[config.mk]
export PLATFORM = sky130hd
export DESIGN_NAME = irs_sequencer
export DESIGN_NICKNAME = d
export VERILOG_FILES = /design/src/logic/irs_pkg.sv /design/src/logic/irs_sequencer.sv
export VERILOG_INCLUDE_DIRS = /design/src /design/src/logic
export SDC_FILE = /design/constraint.sdc
export NUM_CORES = 1
export LEC_CHECK = 0
export BUFFER_PORTS_ARGS = -buffer_cell sky130_fd_sc_hd__buf_2
export CORE_MARGIN = 2
export CORE_UTILIZATION = 51
export DETAILED_ROUTE_END_ITERATION = 10
export PLACE_DENSITY_LB_ADDON = 0.1
export SYNTH_ARGS = -nofsm -noshare
export SYNTH_HDL_FRONTEND = slang
export SYNTH_SLANG_ARGS = --single-unit
[constraint.sdc]
create_clock -name clk -period 2.88 [get_ports clk]
set_input_delay 0.288 -clock clk [delete_from_list [all_inputs] [get_ports clk]]
set_output_delay 0.288 -clock clk [all_outputs]
set_load 0.005 [all_outputs]
[src/logic/irs_cfg.svh]
// Constants for the internal reset sequencer: counts, reset values, addresses.
`ifndef IRS_CFG_SVH
`define IRS_CFG_SVH

// =============================================================
// Counter widths and sequence lengths in fast-clock cycles
`define IRS_CNT_W 13
`define IRS_LONG_CNT 13'h1000
`define IRS_PIN_CNT 13'h0020
`define IRS_INTERNAL_RESET_CNT 13'h0020
`define IRS_TAIL_CNT 13'h0003
`define IRS_SHORT_CNT 13'h0020
`define IRS_FREE_TERM 13'h0FEF

// =============================================================
// Watchdog
`define IRS_WDOG_W 8
`define IRS_WDOG_TERM 8'hFF
`define IRS_SERVICE_ADDR 16'hFFFF

// =============================================================
// Reset values
`define IRS_CAUSE_RST 6'h20
`define IRS_SYNC_RST 3'h4

`endif

[src/logic/irs_pkg.sv]
// Types shared by the internal reset sequencer.
package irs_pkg;

   // =============================================================
   // Sequencer states, one-hot
   typedef enum logic [8:0] {
      S_RUN  = 9'h001,
      S_LONG = 9'h002,
      S_PIN  = 9'h004,
      S_INTERNAL_RESET = 9'h008,
      S_TAIL = 9'h010,
      S_LVI  = 9'h020,
      S_STOP = 9'h040,
      S_SREC = 9'h080,
      S_EXT  = 9'h100
   } irs_state_t;

   // =============================================================
   // Reset cause register
   typedef struct packed {
      logic por;
      logic pin;
      logic watchdog;
      logic illegal_opcode_flag;
      logic illegal_address_flag;
      logic low_voltage;
   } irs_cause_t;

   // =============================================================
   // Processor status for decoding
   typedef struct packed {
      logic [15:0] addr;
      logic wr;
      logic fetch;
      logic unmapped;
      logic ill_decode;
      logic stop_exec;
   } irs_cpu_t;

   // =============================================================
   // Configuration bits
   typedef struct packed {
      logic reset_pin_enable;
      logic short_stop_recovery;
      logic stop_enable;
      logic break_watchdog_disable;
   } irs_cfg_t;

endpackage : irs_pkg

[src/logic/irs_sequencer.sv]
// Internal reset sequencer with free-running counter and watchdog.
`timescale 1ns/1ps
`include "irs_cfg.svh"
// =============================================================
// Overview of operation
// - After power-on the reset pin is a plain input until enabled.
// - Reset pin is driven only while reset_pin_enable is set.
// - Power-on and low-voltage hold the pin low for 4096 cycles first.
// - Watchdog timeout input is accepted asynchronously through a synchroniser.
// - Every internal source drives the pin low for 32 cycles.
// - Internal reset stays asserted 35 more cycles after pin release.
// - Recovery totals 4163 cycles for power-on and low-voltage, 67 otherwise.
// - Power-on asserts reset, enables oscillator, gates clocks 4096 cycles.
// - Power-on sets the power-on cause flag.
// - Watchdog overflow resets and sets the watchdog flag.
// - Any write to FFFF clears the watchdog and counter stages 12 to 5.
// - Watchdog clock pulses at most once every 4080 cycles.
// - Watchdog halts during monitor break when break_watchdog_disable is set.
// - Illegal instruction decode sets the illegal opcode flag and resets.
// - Stop with stop_enable clear is an illegal opcode reset.
// - Opcode fetch from unmapped space sets illegal address flag and resets.
// - Data reads from unmapped space cause no reset.
// - Low voltage sets its flag, holds pin until 4128 cycles after recovery.
// - Twelve counting stages plus a thirteenth that wraps and clocks watchdog.
// - The counter advances on the falling edge of the fast clock.
// - Stop clears the counter; recovery is 32 or 4096 cycles.
// - External pin reset leaves the counter alone; counter then runs freely.
// - Internal resets clear the counter; each source sets its own flag.
module irs_sequencer (
   // Clock and power-on reset
   input wire logic clk,
   input wire logic rst,
   // Configuration
   input wire irs_pkg::irs_cfg_t cfg,
   // Processor status
   input wire irs_pkg::irs_cpu_t cpu,
   input wire logic wake_event,
   input wire logic break_active,
   input wire logic monitor_mode,
   // Asynchronous sources
   input wire logic low_voltage_in,
   input wire logic watchdog_timeout_in,
   input wire logic rst_pin_in,
   // Cause register clear
   input wire logic cause_clear,
   // Reset pin
   output logic rst_pin_out,
   output logic rst_pin_oe,
   // System outputs
   output logic internal_reset,
   output logic bus_clk_en,
   output logic osc_enable,
   output logic wdog_tick,
   output irs_pkg::irs_cause_t cause
);

   // =============================================================
   // Helpers
   function automatic logic seq_done(
      input logic [`IRS_CNT_W-1:0] c,
      input logic [`IRS_CNT_W-1:0] n
   );
      seq_done = (c == n - 13'h0001);
   endfunction : seq_done

   // =============================================================
   // Declarations
   irs_pkg::irs_state_t st_r;
   irs_pkg::irs_state_t st_nxt;
   irs_pkg::irs_cause_t cause_r;
   irs_pkg::irs_cause_t cause_set;
   logic [`IRS_CNT_W-1:0] cnt_r;
   logic [`IRS_WDOG_W-1:0] wdog_cnt_r;
   logic [2:0] sync1_r;
   logic [2:0] sync2_r;
   logic lvi_s;
   logic wdog_in_s;
   logic wdog_in_d_r;
   logic pin_low_s;
   logic internal_reset_r;
   logic bus_clk_en_r;
   logic osc_enable_r;
   logic rst_pin_oe_r;
   logic rst_pin_out_r;
   logic wdog_tick_r;
   logic restart;
   logic clr_cnt;
   logic service;
   logic wdog_run;
   logic wdog_ovf;
   logic wdog_evt;
   logic illegal_opcode_flag_evt;
   logic illegal_address_flag_evt;
   logic ext_evt;
   logic [`IRS_CNT_W-1:0] srec_len;

   // =============================================================
   // Synchronisers for the pin-level sources
   // The whole block runs on the falling edge so the counter and the
   // sequencer never hand data across edges.
   always_ff @(negedge clk) begin
      if (rst) begin
         sync1_r <= `IRS_SYNC_RST;
         sync2_r <= `IRS_SYNC_RST;
         wdog_in_d_r <= 1'b0;
      end else begin
         sync1_r <= {rst_pin_in, watchdog_timeout_in, low_voltage_in};
         sync2_r <= sync1_r;
         wdog_in_d_r <= sync2_r[1];
      end
   end

   assign lvi_s = sync2_r[0];
   assign wdog_in_s = sync2_r[1];
   assign pin_low_s = !sync2_r[2];

   // =============================================================
   // Event decode
   assign illegal_opcode_flag_evt = cpu.ill_decode || (cpu.stop_exec && !cfg.stop_enable);
   assign illegal_address_flag_evt = cpu.fetch && cpu.unmapped;
   assign service = (st_r == irs_pkg::S_RUN) && cpu.wr
      && (cpu.addr == `IRS_SERVICE_ADDR);
   assign wdog_run = (st_r == irs_pkg::S_RUN)
      && !(break_active && monitor_mode && cfg.break_watchdog_disable);
   assign wdog_ovf = wdog_run && wdog_tick_r && (wdog_cnt_r == `IRS_WDOG_TERM);
   // Only the rising edge counts, so a timeout held for several cycles restarts once.
   assign wdog_evt = wdog_ovf || (wdog_in_s && !wdog_in_d_r);
   // Pin reset is only seen when the pin is enabled and not driven by us.
   assign ext_evt = (st_r == irs_pkg::S_RUN) && cfg.reset_pin_enable
      && !rst_pin_oe_r && pin_low_s;
   assign srec_len = cfg.short_stop_recovery ? `IRS_SHORT_CNT : `IRS_LONG_CNT;

   // =============================================================
   // Next state
   always_comb begin
      st_nxt = st_r;
      restart = 1'b0;
      case (st_r)
         irs_pkg::S_RUN: begin
            if (ext_evt) begin
               st_nxt = irs_pkg::S_EXT;
            end else if (cpu.stop_exec && cfg.stop_enable) begin
               st_nxt = irs_pkg::S_STOP;
            end
         end
         irs_pkg::S_LONG: begin
            if (seq_done(cnt_r, `IRS_LONG_CNT)) begin
               st_nxt = irs_pkg::S_PIN;
            end
         end
         irs_pkg::S_PIN: begin
            if (seq_done(cnt_r, `IRS_PIN_CNT)) begin
               st_nxt = irs_pkg::S_INTERNAL_RESET;
            end
         end
         irs_pkg::S_INTERNAL_RESET: begin
            if (seq_done(cnt_r, `IRS_INTERNAL_RESET_CNT)) begin
               st_nxt = irs_pkg::S_TAIL;
            end
         end
         irs_pkg::S_TAIL: begin
            if (seq_done(cnt_r, `IRS_TAIL_CNT)) begin
               st_nxt = irs_pkg::S_RUN;
            end
         end
         irs_pkg::S_LVI: begin
            if (!lvi_s) begin
               st_nxt = irs_pkg::S_LONG;
            end
         end
         irs_pkg::S_STOP: begin
            if (wake_event) begin
               st_nxt = irs_pkg::S_SREC;
            end
         end
         irs_pkg::S_SREC: begin
            if (seq_done(cnt_r, srec_len)) begin
               st_nxt = irs_pkg::S_RUN;
            end
         end
         irs_pkg::S_EXT: begin
            if (!pin_low_s) begin
               st_nxt = irs_pkg::S_RUN;
            end
         end
         default: begin
            st_nxt = irs_pkg::S_LONG;
         end
      endcase
      // A fresh low-voltage or watchdog cause always restarts from its own first phase; illegal opcode and address causes do so only in run.
      if (lvi_s) begin
         st_nxt = irs_pkg::S_LVI;
         restart = 1'b1;
      end else if (wdog_evt) begin
         st_nxt = irs_pkg::S_PIN;
         restart = 1'b1;
      end else if ((st_r == irs_pkg::S_RUN) && (illegal_opcode_flag_evt || illegal_address_flag_evt)) begin
         st_nxt = irs_pkg::S_PIN;
         restart = 1'b1;
      end
   end

   // Every change of phase or internal restart clears the counter, so run
   // starts below the wrap point, but the pin reset path leaves it running.
   assign clr_cnt = ((st_nxt != st_r) && (st_r != irs_pkg::S_EXT)
      && (st_nxt != irs_pkg::S_EXT)) || restart;

   always_ff @(negedge clk) begin
      if (rst) begin
         st_r <= irs_pkg::S_LONG;
      end else begin
         st_r <= st_nxt;
      end
   end

   // =============================================================
   // Free-running counter: twelve stages plus the wrap stage
   always_ff @(negedge clk) begin
      if (rst) begin
         cnt_r <= '0;
      end else if (clr_cnt || (st_r == irs_pkg::S_STOP)) begin
         cnt_r <= '0;
      end else if (service) begin
         cnt_r <= {cnt_r[12], 8'h00, cnt_r[3:0]};
      end else if (((st_r == irs_pkg::S_RUN) || (st_r == irs_pkg::S_EXT))
         && (cnt_r == `IRS_FREE_TERM)) begin
         cnt_r <= '0;
      end else begin
         cnt_r <= cnt_r + 13'h0001;
      end
   end

   always_ff @(negedge clk) begin
      if (rst) begin
         wdog_tick_r <= 1'b0;
      end else begin
         wdog_tick_r <= (st_r == irs_pkg::S_RUN) && !service && !clr_cnt
            && (cnt_r == `IRS_FREE_TERM);
      end
   end

   // =============================================================
   // Watchdog counter
   always_ff @(negedge clk) begin
      if (rst) begin
         wdog_cnt_r <= '0;
      end else if (service || (st_r != irs_pkg::S_RUN) || wdog_ovf) begin
         wdog_cnt_r <= '0;
      end else if (wdog_run && wdog_tick_r) begin
         wdog_cnt_r <= wdog_cnt_r + 8'h01;
      end
   end

   // =============================================================
   // Reset cause register; a set in the clear cycle wins
   always_comb begin
      cause_set = '0;
      cause_set.low_voltage = lvi_s;
      cause_set.watchdog = wdog_evt;
      cause_set.pin = ext_evt;
      cause_set.illegal_opcode_flag = (st_r == irs_pkg::S_RUN) && illegal_opcode_flag_evt;
      cause_set.illegal_address_flag = (st_r == irs_pkg::S_RUN) && illegal_address_flag_evt;
   end

   always_ff @(negedge clk) begin
      if (rst) begin
         cause_r <= `IRS_CAUSE_RST;
      end else if (cause_clear) begin
         cause_r <= cause_set;
      end else begin
         cause_r <= cause_r | cause_set;
      end
   end

   // =============================================================
   // Registered outputs
   always_ff @(negedge clk) begin
      if (rst) begin
         internal_reset_r <= 1'b1;
         bus_clk_en_r <= 1'b0;
         osc_enable_r <= 1'b1;
      end else begin
         internal_reset_r <= (st_nxt != irs_pkg::S_RUN)
            && (st_nxt != irs_pkg::S_STOP) && (st_nxt != irs_pkg::S_SREC);
         bus_clk_en_r <= (st_nxt != irs_pkg::S_LONG) && (st_nxt != irs_pkg::S_LVI)
            && (st_nxt != irs_pkg::S_STOP) && (st_nxt != irs_pkg::S_SREC);
         osc_enable_r <= (st_nxt != irs_pkg::S_STOP);
      end
   end

   always_ff @(negedge clk) begin
      if (rst) begin
         rst_pin_oe_r <= 1'b0;
         rst_pin_out_r <= 1'b0;
      end else begin
         rst_pin_oe_r <= cfg.reset_pin_enable && ((st_nxt == irs_pkg::S_LONG)
            || (st_nxt == irs_pkg::S_PIN) || (st_nxt == irs_pkg::S_LVI));
         rst_pin_out_r <= 1'b0;
      end
   end

   assign rst_pin_out = rst_pin_out_r;
   assign rst_pin_oe = rst_pin_oe_r;
   assign internal_reset = internal_reset_r;
   assign bus_clk_en = bus_clk_en_r;
   assign osc_enable = osc_enable_r;
   assign wdog_tick = wdog_tick_r;
   assign cause = cause_r;
endmodule : irs_sequencer

# Yosys cells after proc, flatten, opt, wreduce, memory -nomap -nowiden
# Cells that the tools add are included.
[op_classes]
n_addsub = 3
n_reduce_logical = 49
bitwise = 1
eq_ne = 27
n_mux = 19
[ops]
columns = ["cell", "count"]
rows = [
  ["9-bit 2-to-1 mux", 12],
  ["9-bit case mux with 8 select lines", 1],
  ["1-bit logical AND", 29],
  ["13-bit by 12-bit equality test with 1-bit output, second input constant", 2],
  ["13-bit 2-to-1 mux", 2],
  ["9-bit by 2-bit equality test with 1-bit output, second input constant", 2],
  ["9-bit by 3-bit equality test with 1-bit output, second input constant", 2],
  ["9-bit by 1-bit != test with 1-bit output, second input constant", 2],
  ["9-bit != test, second input constant", 2],
  ["16-bit equality test, second input constant", 1],
  ["13-bit by 1-bit adder with 13-bit output, second input constant", 1],
  ["13-bit equality test", 1],
  ["13-bit by 2-bit equality test with 1-bit output, second input constant", 1],
  ["13-bit by 5-bit equality test with 1-bit output, second input constant", 1],
  ["13-bit by 1-bit subtractor with 13-bit output, second input constant", 1],
  ["1-bit logical OR", 10],
  ["9-bit by 1-bit equality test with 1-bit output, second input constant", 1],
  ["9-bit by 4-bit equality test with 1-bit output, second input constant", 1],
  ["9-bit by 5-bit equality test with 1-bit output, second input constant", 1],
  ["9-bit by 6-bit equality test with 1-bit output, second input constant", 1],
  ["9-bit by 7-bit equality test with 1-bit output, second input constant", 1],
  ["9-bit by 8-bit equality test with 1-bit output, second input constant", 1],
  ["9-bit equality test, second input constant", 1],
  ["9-bit by 2-bit != test with 1-bit output, second input constant", 1],
  ["12 further kinds", 21],
]
[totals]
regBits = 48
input_bits = 34
output_inout_bits = 12

# Depth between registers and ports, before layout
# Gate-level depths: netlist (run 1).
[depth]
ltp_word = 16
ltp_mapped = 11

==> metrics.cfg, run 1 <==
[outcome]
outcome=finished with violations
failed_checks=setup timing

[detailed_routing]
drcViolationCount=0
num_vias=3099
wl_per_cell_um=15.8
drtPass1Iterations=5
antenna_left=0
viasPerCell=5.71
drtIter0Drc=207
wl_um=8610

[placement]
dp_hpwl_um=5860
place_ws_ns=-1.08
place_congestion=0.999
port_buffers=44

[clock_tree]
cts_tree=yes
clk_path_buf_depth=2
clock-sinks=48
clkLatencyLatePin_ns=0.38
cts_made_buffers=5
root_buffer=clkbuf_8
htree_levels=2
clkTransAtPathRegs_ns=0.04

[floorplanning]
start_util_pct=53.2
die_y_um=77.3
die_width_um=77.3
num_rows=26
coreArea_um2=5140
ioPinCount=46
dieArea_um2=5970

[critical_path]
cp-start-kind=input pin
critPathSlowestCell=a2111oi_4
cp.required_ns=1.70
cp_cell_sequence=buf_6 > a2111oi_4 > a32oi_4 > a21oi_4 > a21oi_1 > nor4_2 > a21oi_2 > buf_12 > nor4_1
end_kind=register
path_class=input pin to register
arrival_ns=2.33
critPathMaxFanout=13
slowest_delay_ns=0.42

[sta]
finalSetupViolCount=19
clock_skew_ns=0.0158
worst_pin_slew_ns=0.521
fin_setup_tns_ns=-8.56
whs_ns=0.400
slew_violations=0
relSlewSlack_pct=65.2
finalHoldViolations=0
rsz0062_at_grt=true
setup_ws_ns=-0.629

[synthesis]
synth_cell_types=56
synth-seq-area-share_pct=35.1
synth_flop_cell=dfxtp_1
synth_warnings=0
synthTopCellsByArea=dfxtp_1 (35%), nand4_1 (4.1%), a21oi_1 (3.7%)
syn-cell-area_um2=2740
syn_area_per_cell_um2=8.24
synth-edff-count=0
synth_fp_nets=369
synth_area_leader_cell=dfxtp_1
synth-async-reset-ratio_pct=0
post-synth-top-area-fraction_pct=35.1
syn_inst=332
ys_ff_latch=48

[min_path]
hold_path_class=register to register

[layout]
syn2layout_area_growth_pct=47.8
final_cell_mix=inv_1 (58), buf_4 (53), dfxtp_1 (48)
final_common_cell=inv_1
diodes=0
fin_util_pct=78.7
nets=509
drive_above_1_share_pct=34.2

[grt]
antenna_found_initial=0
grt_max_degree=15
track_usage_pct=28.9
grt_pass1_wl_um=13800
overflow=0
grt_pass1_vias=3113

[pwr]
leakage_nw=1.72
power_density_nw_per_um2=464
vdd_drop_max_v=0.000403

[run]
cap_violations=0

[cell usage after synthesis (3+ instances only)]
master     count
o21ai_0        9
xnor2_1       10
a32oi_1        4
clkbuf_1      11
o2111ai_1      4
nand2_1       25
ha_1           3
or3_1          7
xor2_1         9
nand2b_1       5
a21oi_1       20
nor3_2         3
nor2_1        26
and3_1         8
buf_6          3
or2_2          5
nor2b_1       10
nor3_1        17
dfxtp_1       48
nand4_1       18
or4_1          4
inv_1         10
nor4_1         8
nor3b_1        4
nand3_1       17
nor4_2         6
[registers in the layout, summed over array words and instances (netlist names), 3 cells and up]
name        flops
cnt_r          13
st_r            9
wdog_cnt_r      8
cause           6
sync1_r         3
sync2_r         3
[critical path: cells and delay by family]
kind | cells | cell delay [ns]
AO/OA/AOI/OAI | 5 | 1.04
buffers and inverters | 2 | 0.27
AND/OR/NAND/NOR | 2 | 0.72
[layer usage]
metal  vias to the layer above  part of all wire [%]  track usage, %
met4                         0                   2.3            17.0
met5                         -                     0               0
met2                       128                    50            47.8
met1                      1445                    41            33.4
met3                        20                   5.8            7.53
li1                       1506                     -               -
[worst paths after layout]
path / start / to / slack, ns / depth (start not counted)
hold / removal: sync1_r[2] / sync2_r[2] / 0.40 / 1
setup reg to reg: st_r[8] / cnt_r[10] / -0.13 / 9
hold reg to reg: sync1_r[2] / sync2_r[2] / 0.40 / 1
setup / recovery: cpu[2] / cnt_r[10] / -0.63 / 9
[where the power goes]
part	switching, W	internal, W
sequential	0.0000133	0.000687
combinational	0.000229	0.000191
clock	0.000412	0.000344
total	0.000655	0.00122
[final cells by class]
cell class                      instances  area (µm²)
Inverter                                9        33.8
Clock buffer                            5        68.8
Clock inverter                         51         220
Timing Repair Buffer                  103         776
Multi-Input combinational cell        257        1900
Sequential cell                        48         961
Tap cell                               70        87.6
Fill cell                             396        1090
[kinds of logic (layout without fill, tap and decap cells)]
| logic type | count (synthesis) | in the layout | share of synthesized area (%) |
|---|---|---|---|
| buf+inv | 27 | 168 | 4.76 |
| simple gates | 174 | 174 | 36.7 |
| fa+ha+maj | 3 | 3 | 1.37 |
| flops | 48 | 48 | 35.1 |
| mux | 1 | 1 | 0.366 |
| xor+xnor | 19 | 19 | 6.08 |
| compound gates | 59 | 59 | 15.5 |
| other cells | 1 | 1 | 0.137 |
[stage by stage]
step                      std cells  total power [W]  area (µm²)
final                           543          0.00188        4050
after global routing            543          0.00201        4050
after CTS                       541          0.00187        3900
after detailed placement        482          0.00117        3470
after global placement          482          0.00117        3470
after floorplan                 332          0.00104        2860
[timing repair]
action                     4_1_cts  5_1_grt
cloned                           1        0
hold buffers                     0        0
resized for setup               20       25
pin swaps                       16       11
setup buffers                    6        2
setup endpoints to repair       18       30
Note: power is estimated with default switching activity, not from simulation.
==> run 2, diff against run 1 <==
--- a/config.mk
+++ b/config.mk
@@ -7,8 +7,8 @@
 export NUM_CORES = 1
 export LEC_CHECK = 0
 export BUFFER_PORTS_ARGS = -buffer_cell sky130_fd_sc_hd__buf_2
-export CORE_MARGIN = 2
-export CORE_UTILIZATION = 51
+export CORE_MARGIN = 1
+export CORE_UTILIZATION = 56
 export DETAILED_ROUTE_END_ITERATION = 10
 export PLACE_DENSITY_LB_ADDON = 0.1
 export SYNTH_ARGS = -nofsm -noshare
==> constraint.sdc (replaced) <==
create_clock -name clk -period 3.5 [get_ports clk]
set_input_delay 0.35 -clock clk [delete_from_list [all_inputs] [get_ports clk]]
set_output_delay 0.35 -clock clk [all_outputs]
set_load 0.005 [all_outputs]
==> run 2 against run 1 <==
Net effect: the flow still finishes with violations (setup timing); worst hold slack worse by 0.0039 ns; first-iteration DRC count up 46%; sequential power down 16%; flip-flop and latch count unchanged; critical endpoint is now cnt_r[7]; largest power group is now sequential cells; highest routed layer unchanged.
==> metrics.cfg, run 2 (synthesis results as in run 1) <==
[pwr]
p_sw_w=0.000554
p_int_w=0.000944
power_density_nw_per_um2=400
switching_share_pct=37.0
p_seq_share_pct=39.2
power_frac_clock_pct=38.4
p_total_w=0.00150
vdd_drop_max_v=0.000260
leakage_nw=1.57
pwr-share-comb_pct=22.4

[floorplanning]
die_y_um=71.9
ioPinCount=46
start_util_pct=57.9
num_rows=25
coreArea_um2=4720
dieArea_um2=5170
die_width_um=71.9

[critical_path]
path_class=input pin to register
critPathMaxFanout=7
cp.required_ns=2.02
timing.rr.end=cnt_r[7]
r2r-start=cnt_r[0]
critPathSlowestCell=or3b_2
cp_common_cell=nor4_2
cp-start-kind=input pin
cp_cell_sequence=buf_2 > or3b_2 > nand4_1 > a21oi_1 > nor4_2 > o311ai_2 > nor4_2 > a21oi_2 > buf_12 > buf_8 > nor4_2
arrival_ns=2.42
slowest_delay_ns=0.47
reg2reg_depth=11
crit_buf_inv=3
reg2reg_slack_ns=0.47
crit_family=simple AND/OR/NAND/NOR gates
end_kind=register

[clock_tree]
cts_tree=yes
htree_levels=2
clk_path_buf_depth=2
root_buffer=clkbuf_8
clkLatencyLatePin_ns=0.38
clock-sinks=48
cts_made_buffers=5
clkTransAtPathRegs_ns=0.04

[grt]
grt_max_degree=17
grt_pass1_wl_um=12600
track_usage_pct=31.5
antenna_found_initial=0
grt_pass1_vias=2809
overflow=0

[sta]
clock_skew_ns=0.0184
rsz0062_at_grt=true
relSlewSlack_pct=55.8
setup_ws_ns=-0.391
finalHoldViolations=0
worst_pin_slew_ns=0.657
finalSetupViolCount=14
slew_violations=0
whs_ns=0.396

[layout]
final_cell_mix=inv_1 (57), dfxtp_1 (48), buf_2 (41)
final_common_cell=inv_1
diodes=0
largest-register=cnt_r
largest_register_ffs=13
nets=486
fin_util_pct=79.3
drive_above_1_share_pct=29.1
syn2layout_area_growth_pct=36.9
reg_top3=cnt_r (13), st_r (9), wdog_cnt_r (8)

[detailed_routing]
wl_um=7810
antenna_left=0
wl_per_cell_um=15.1
drtIter0Drc=303
drcViolationCount=0
drtPass1Iterations=5
num_vias=2983
viasPerCell=5.77

[min_path]
worstHoldStart=sync1_r[2]
hold_path_class=register to register
min_path_cells=1
whs_endpoint=sync2_r[2]

[placement]
port_buffers=44
dp_hpwl_um=5460
place_congestion=0.957
place_ws_ns=-0.838

[run]
cap_violations=0

[outcome]
failed_checks=setup timing
outcome=finished with violations

## run 2: metrics by stage
stage                     instances  setup TNS [ns]  cell area, µm²
after global routing            517           -5.83            3750
after CTS                       517           -4.07            3750
after detailed placement        454          -11.48            3280
after global placement          454          -10.57            3280
after floorplan                 332           -5.81            2850
final                           517           -4.74            3750
## run 2: area by class of cell
class	count	area, µm²
clock buffers	5	68.8
clock inverters	51	204
fillers	328	977
inverters	9	33.8
multi-input cells	257	1850
flip-flops and latches	48	961
well taps	67	83.8
repair buffers	80	549
## run 2: metal layers
layer,track usage (%),routed length (µm)
met5,0,0
met4,16.1,166
met3,9.31,500
met2,50.8,3770
met1,38.2,3370
## run 2: how the worst max path moves through the flow
stage | startpoint | to | slack (ns) | cells after the start
CTS | cpu[2] | cnt_r[7] | -0.35 | 11
global placement | cfg[2] | cnt_r[10] | -0.73 | 9
finish | cfg[3] | cnt_r[7] | -0.39 | 11
detailed placement | cpu[3] | cnt_r[11] | -0.84 | 9
floorplan | cfg[2] | cnt_r[4] | -0.44 | 8
global route | cfg[0] | cnt_r[6] | -0.48 | 12
## run 2: repair_timing
action | 4_1_cts | 5_1_grt
hold endpoints to repair | 0 | 0
hold buffers | 0 | 0
resized for setup | 25 | 1
pin swaps | 12 | 4
setup buffers | 9 | 0
endpoints found under the setup margin | 15 | 15
## run 2: power groups by stage
| stage | combinational (W) | sequential [W] | clock (W) |
|---|---|---|---|
| final | 0.000336 | 0.000588 | 0.000575 |
| after global routing | 0.000363 | 0.000588 | 0.000665 |
| after CTS | 0.000331 | 0.000586 | 0.000599 |
| after detailed placement | 0.000270 | 0.000595 | 0.0000852 |
| after global placement | 0.000268 | 0.000595 | 0.0000852 |
| after floorplan | 0.000190 | 0.000581 | 0.0000852 |
==> run 3, diff against run 2 <==
--- a/config.mk
+++ b/config.mk
@@ -6,11 +6,12 @@
 export SDC_FILE = /design/constraint.sdc
 export NUM_CORES = 1
 export LEC_CHECK = 0
-export BUFFER_PORTS_ARGS = -buffer_cell sky130_fd_sc_hd__buf_2
 export CORE_MARGIN = 1
-export CORE_UTILIZATION = 56
+export CORE_UTILIZATION = 60
 export DETAILED_ROUTE_END_ITERATION = 10
+export DONT_BUFFER_PORTS = 1
 export PLACE_DENSITY_LB_ADDON = 0.1
+export SETUP_SLACK_MARGIN = 0.3
 export SYNTH_ARGS = -nofsm -noshare
 export SYNTH_HDL_FRONTEND = slang
 export SYNTH_SLANG_ARGS = --single-unit
==> constraint.sdc (replaced) <==
create_clock -name clk -period 3.5 [get_ports clk]
set_input_delay 0.35 -clock clk [delete_from_list [all_inputs] [get_ports clk]]
set_output_delay 0.35 -clock clk [all_outputs]
set_load 0.01 [all_outputs]
==> run 3 against run 2 <==
Net effect: flip-flop and latch count unchanged; combinational power increased by 2%; first-iteration DRC count increased by 12%; cell count decreased by 12%; sequential power about the same; the flow still finishes with violations (setup timing); register-to-register slack got worse by 0.39 ns; via count decreased by 3.3%; largest cell class unchanged; die area decreased by 6.5%.
==> metrics.cfg, run 3 (synthesis results as in run 1) <==
[outcome]
outcome=finished with violations
failed_checks=setup timing

[pwr]
switching_share_pct=37.5
leakage_nw=1.41
p_int_w=0.000942
pwr-share-comb_pct=22.7
power_frac_clock_pct=38.0
power_density_nw_per_um2=414
p_sw_w=0.000565
vdd_drop_max_v=0.000338
p_seq_share_pct=39.2

[layout]
final_cell_mix=inv_1 (57), dfxtp_1 (48), nor2_1 (25)
final_cells=456
largest-register=cnt_r
diodes=0
fin_util_pct=83.5
final_common_cell=inv_1
drive_above_1_share_pct=25.0
largest_register_ffs=13
nets=440
syn2layout_area_growth_pct=32.9
reg_top3=cnt_r (13), st_r (9), wdog_cnt_r (8)

[sta]
relSlewSlack_pct=54.6
worst_pin_slew_ns=0.674
whs_ns=0.414
slew_violations=0
finalSetupViolCount=14
clock_skew_ns=0.0314
finalHoldViolations=0
rsz0062_at_grt=true
setup_ws_ns=-0.383
fin_setup_tns_ns=-4.25

[floorplanning]
coreArea_um2=4350
num_rows=24
ioPinCount=46
die_width_um=69.5
start_util_pct=62.8
dieArea_um2=4830
die_y_um=69.5

[placement]
dp_hpwl_um=5180
port_buffers=0
place_congestion=1.04
place_ws_ns=-0.660
dp_cells=387

[critical_path]
cp.required_ns=2.03
critPathMaxFanout=10
end_kind=register
path_class=input pin to register
cp-start-kind=input pin
arrival_ns=2.42

[grt]
grt_max_degree=19
grt_pass1_vias=2777
overflow=0
antenna_found_initial=0
track_usage_pct=32.4
grt_pass1_wl_um=12600

[detailed_routing]
drcViolationCount=0
wl_um=8310
num_vias=2886
viasPerCell=6.33
drtPass1Iterations=5
antenna_left=0
drtIter0Drc=339
wl_per_cell_um=18.2

[clock_tree]
clkLatencyLatePin_ns=0.39
cts_hold_buf=0
root_buffer=clkbuf_8
htree_levels=2
cts_tree=yes
clock-sinks=48
clk_path_buf_depth=2
cts_made_buffers=5
clkTransAtPathRegs_ns=0.04

[run]
cap_violations=0

[min_path]
hold_path_class=register to register

==> run 3: repair_timing <==
item                                    in CTS  in global routing
pin swaps                                    6                 13
buffers inserted                             9                  5
hold endpoints to repair                     0                  0
resized for setup                           23                 25
endpoints found under the setup margin      16                 20
==> run 3: worst paths after layout <==
path | startpoint | slack, ns | to | depth (start not counted)
worst max-delay path | cpu[3] | -0.38 | cnt_r[4] | 10
worst max register to register | st_r[0] | 0.08 | cnt_r[4] | 10
worst min-delay path | sync1_r[2] | 0.41 | sync2_r[2] | 1
worst min register to register | sync1_r[2] | 0.41 | sync2_r[2] | 1
==> run 3: power by group through the flow <==
stage                     clock network [W]  registers, W  logic (W)
after detailed placement          0.0000852      0.000597   0.000236
after global placement            0.0000852      0.000597   0.000234
after floorplan                   0.0000852      0.000583   0.000193
after global routing               0.000643      0.000592   0.000362
final                              0.000573      0.000591   0.000342
after CTS                          0.000580      0.000589   0.000298
==> run 3: final cells by class <==
| class | instances | area, µm² |
|---|---|---|
| multi-input combinational | 257 | 1970 |
| sequential | 48 | 961 |
| fill | 267 | 717 |
| timing repair buffer | 34 | 335 |
| clock inverter | 51 | 200 |
| clock buffer | 5 | 68.8 |
| tap | 52 | 65.1 |
| inverter | 9 | 33.8 |
==> run 3: layer usage <==
layer / vias up / global-route usage (%) / part of all wire (%)
li1: 1365 / - / -
met1: 1337 / 38.7 / 39
met2: 141 / 51.8 / 49
met3: 43 / 9.59 / 7.4
met4: 0 / 18.4 / 3.9
met5: - / 0 / 0
==> run 3: critical path: stages <==
cell and delay, ns:
a2111oi_4 0.40, buf_4 0.20, o2bb2ai_4 0.14, nand2b_1 0.14, o2111ai_1 0.21, a2111oi_4 0.42, a21oi_2 0.12, buf_12 0.17
buf_12 0.12, nor4_4 0.14
==> run 3: metrics by stage <==
stage	area [µm²]	power, W
finish	3640	0.00151
global route	3640	0.00160
CTS	3450	0.00147
detailed placement	2980	0.000919
global placement	2980	0.000915
floorplan	2860	0.000861
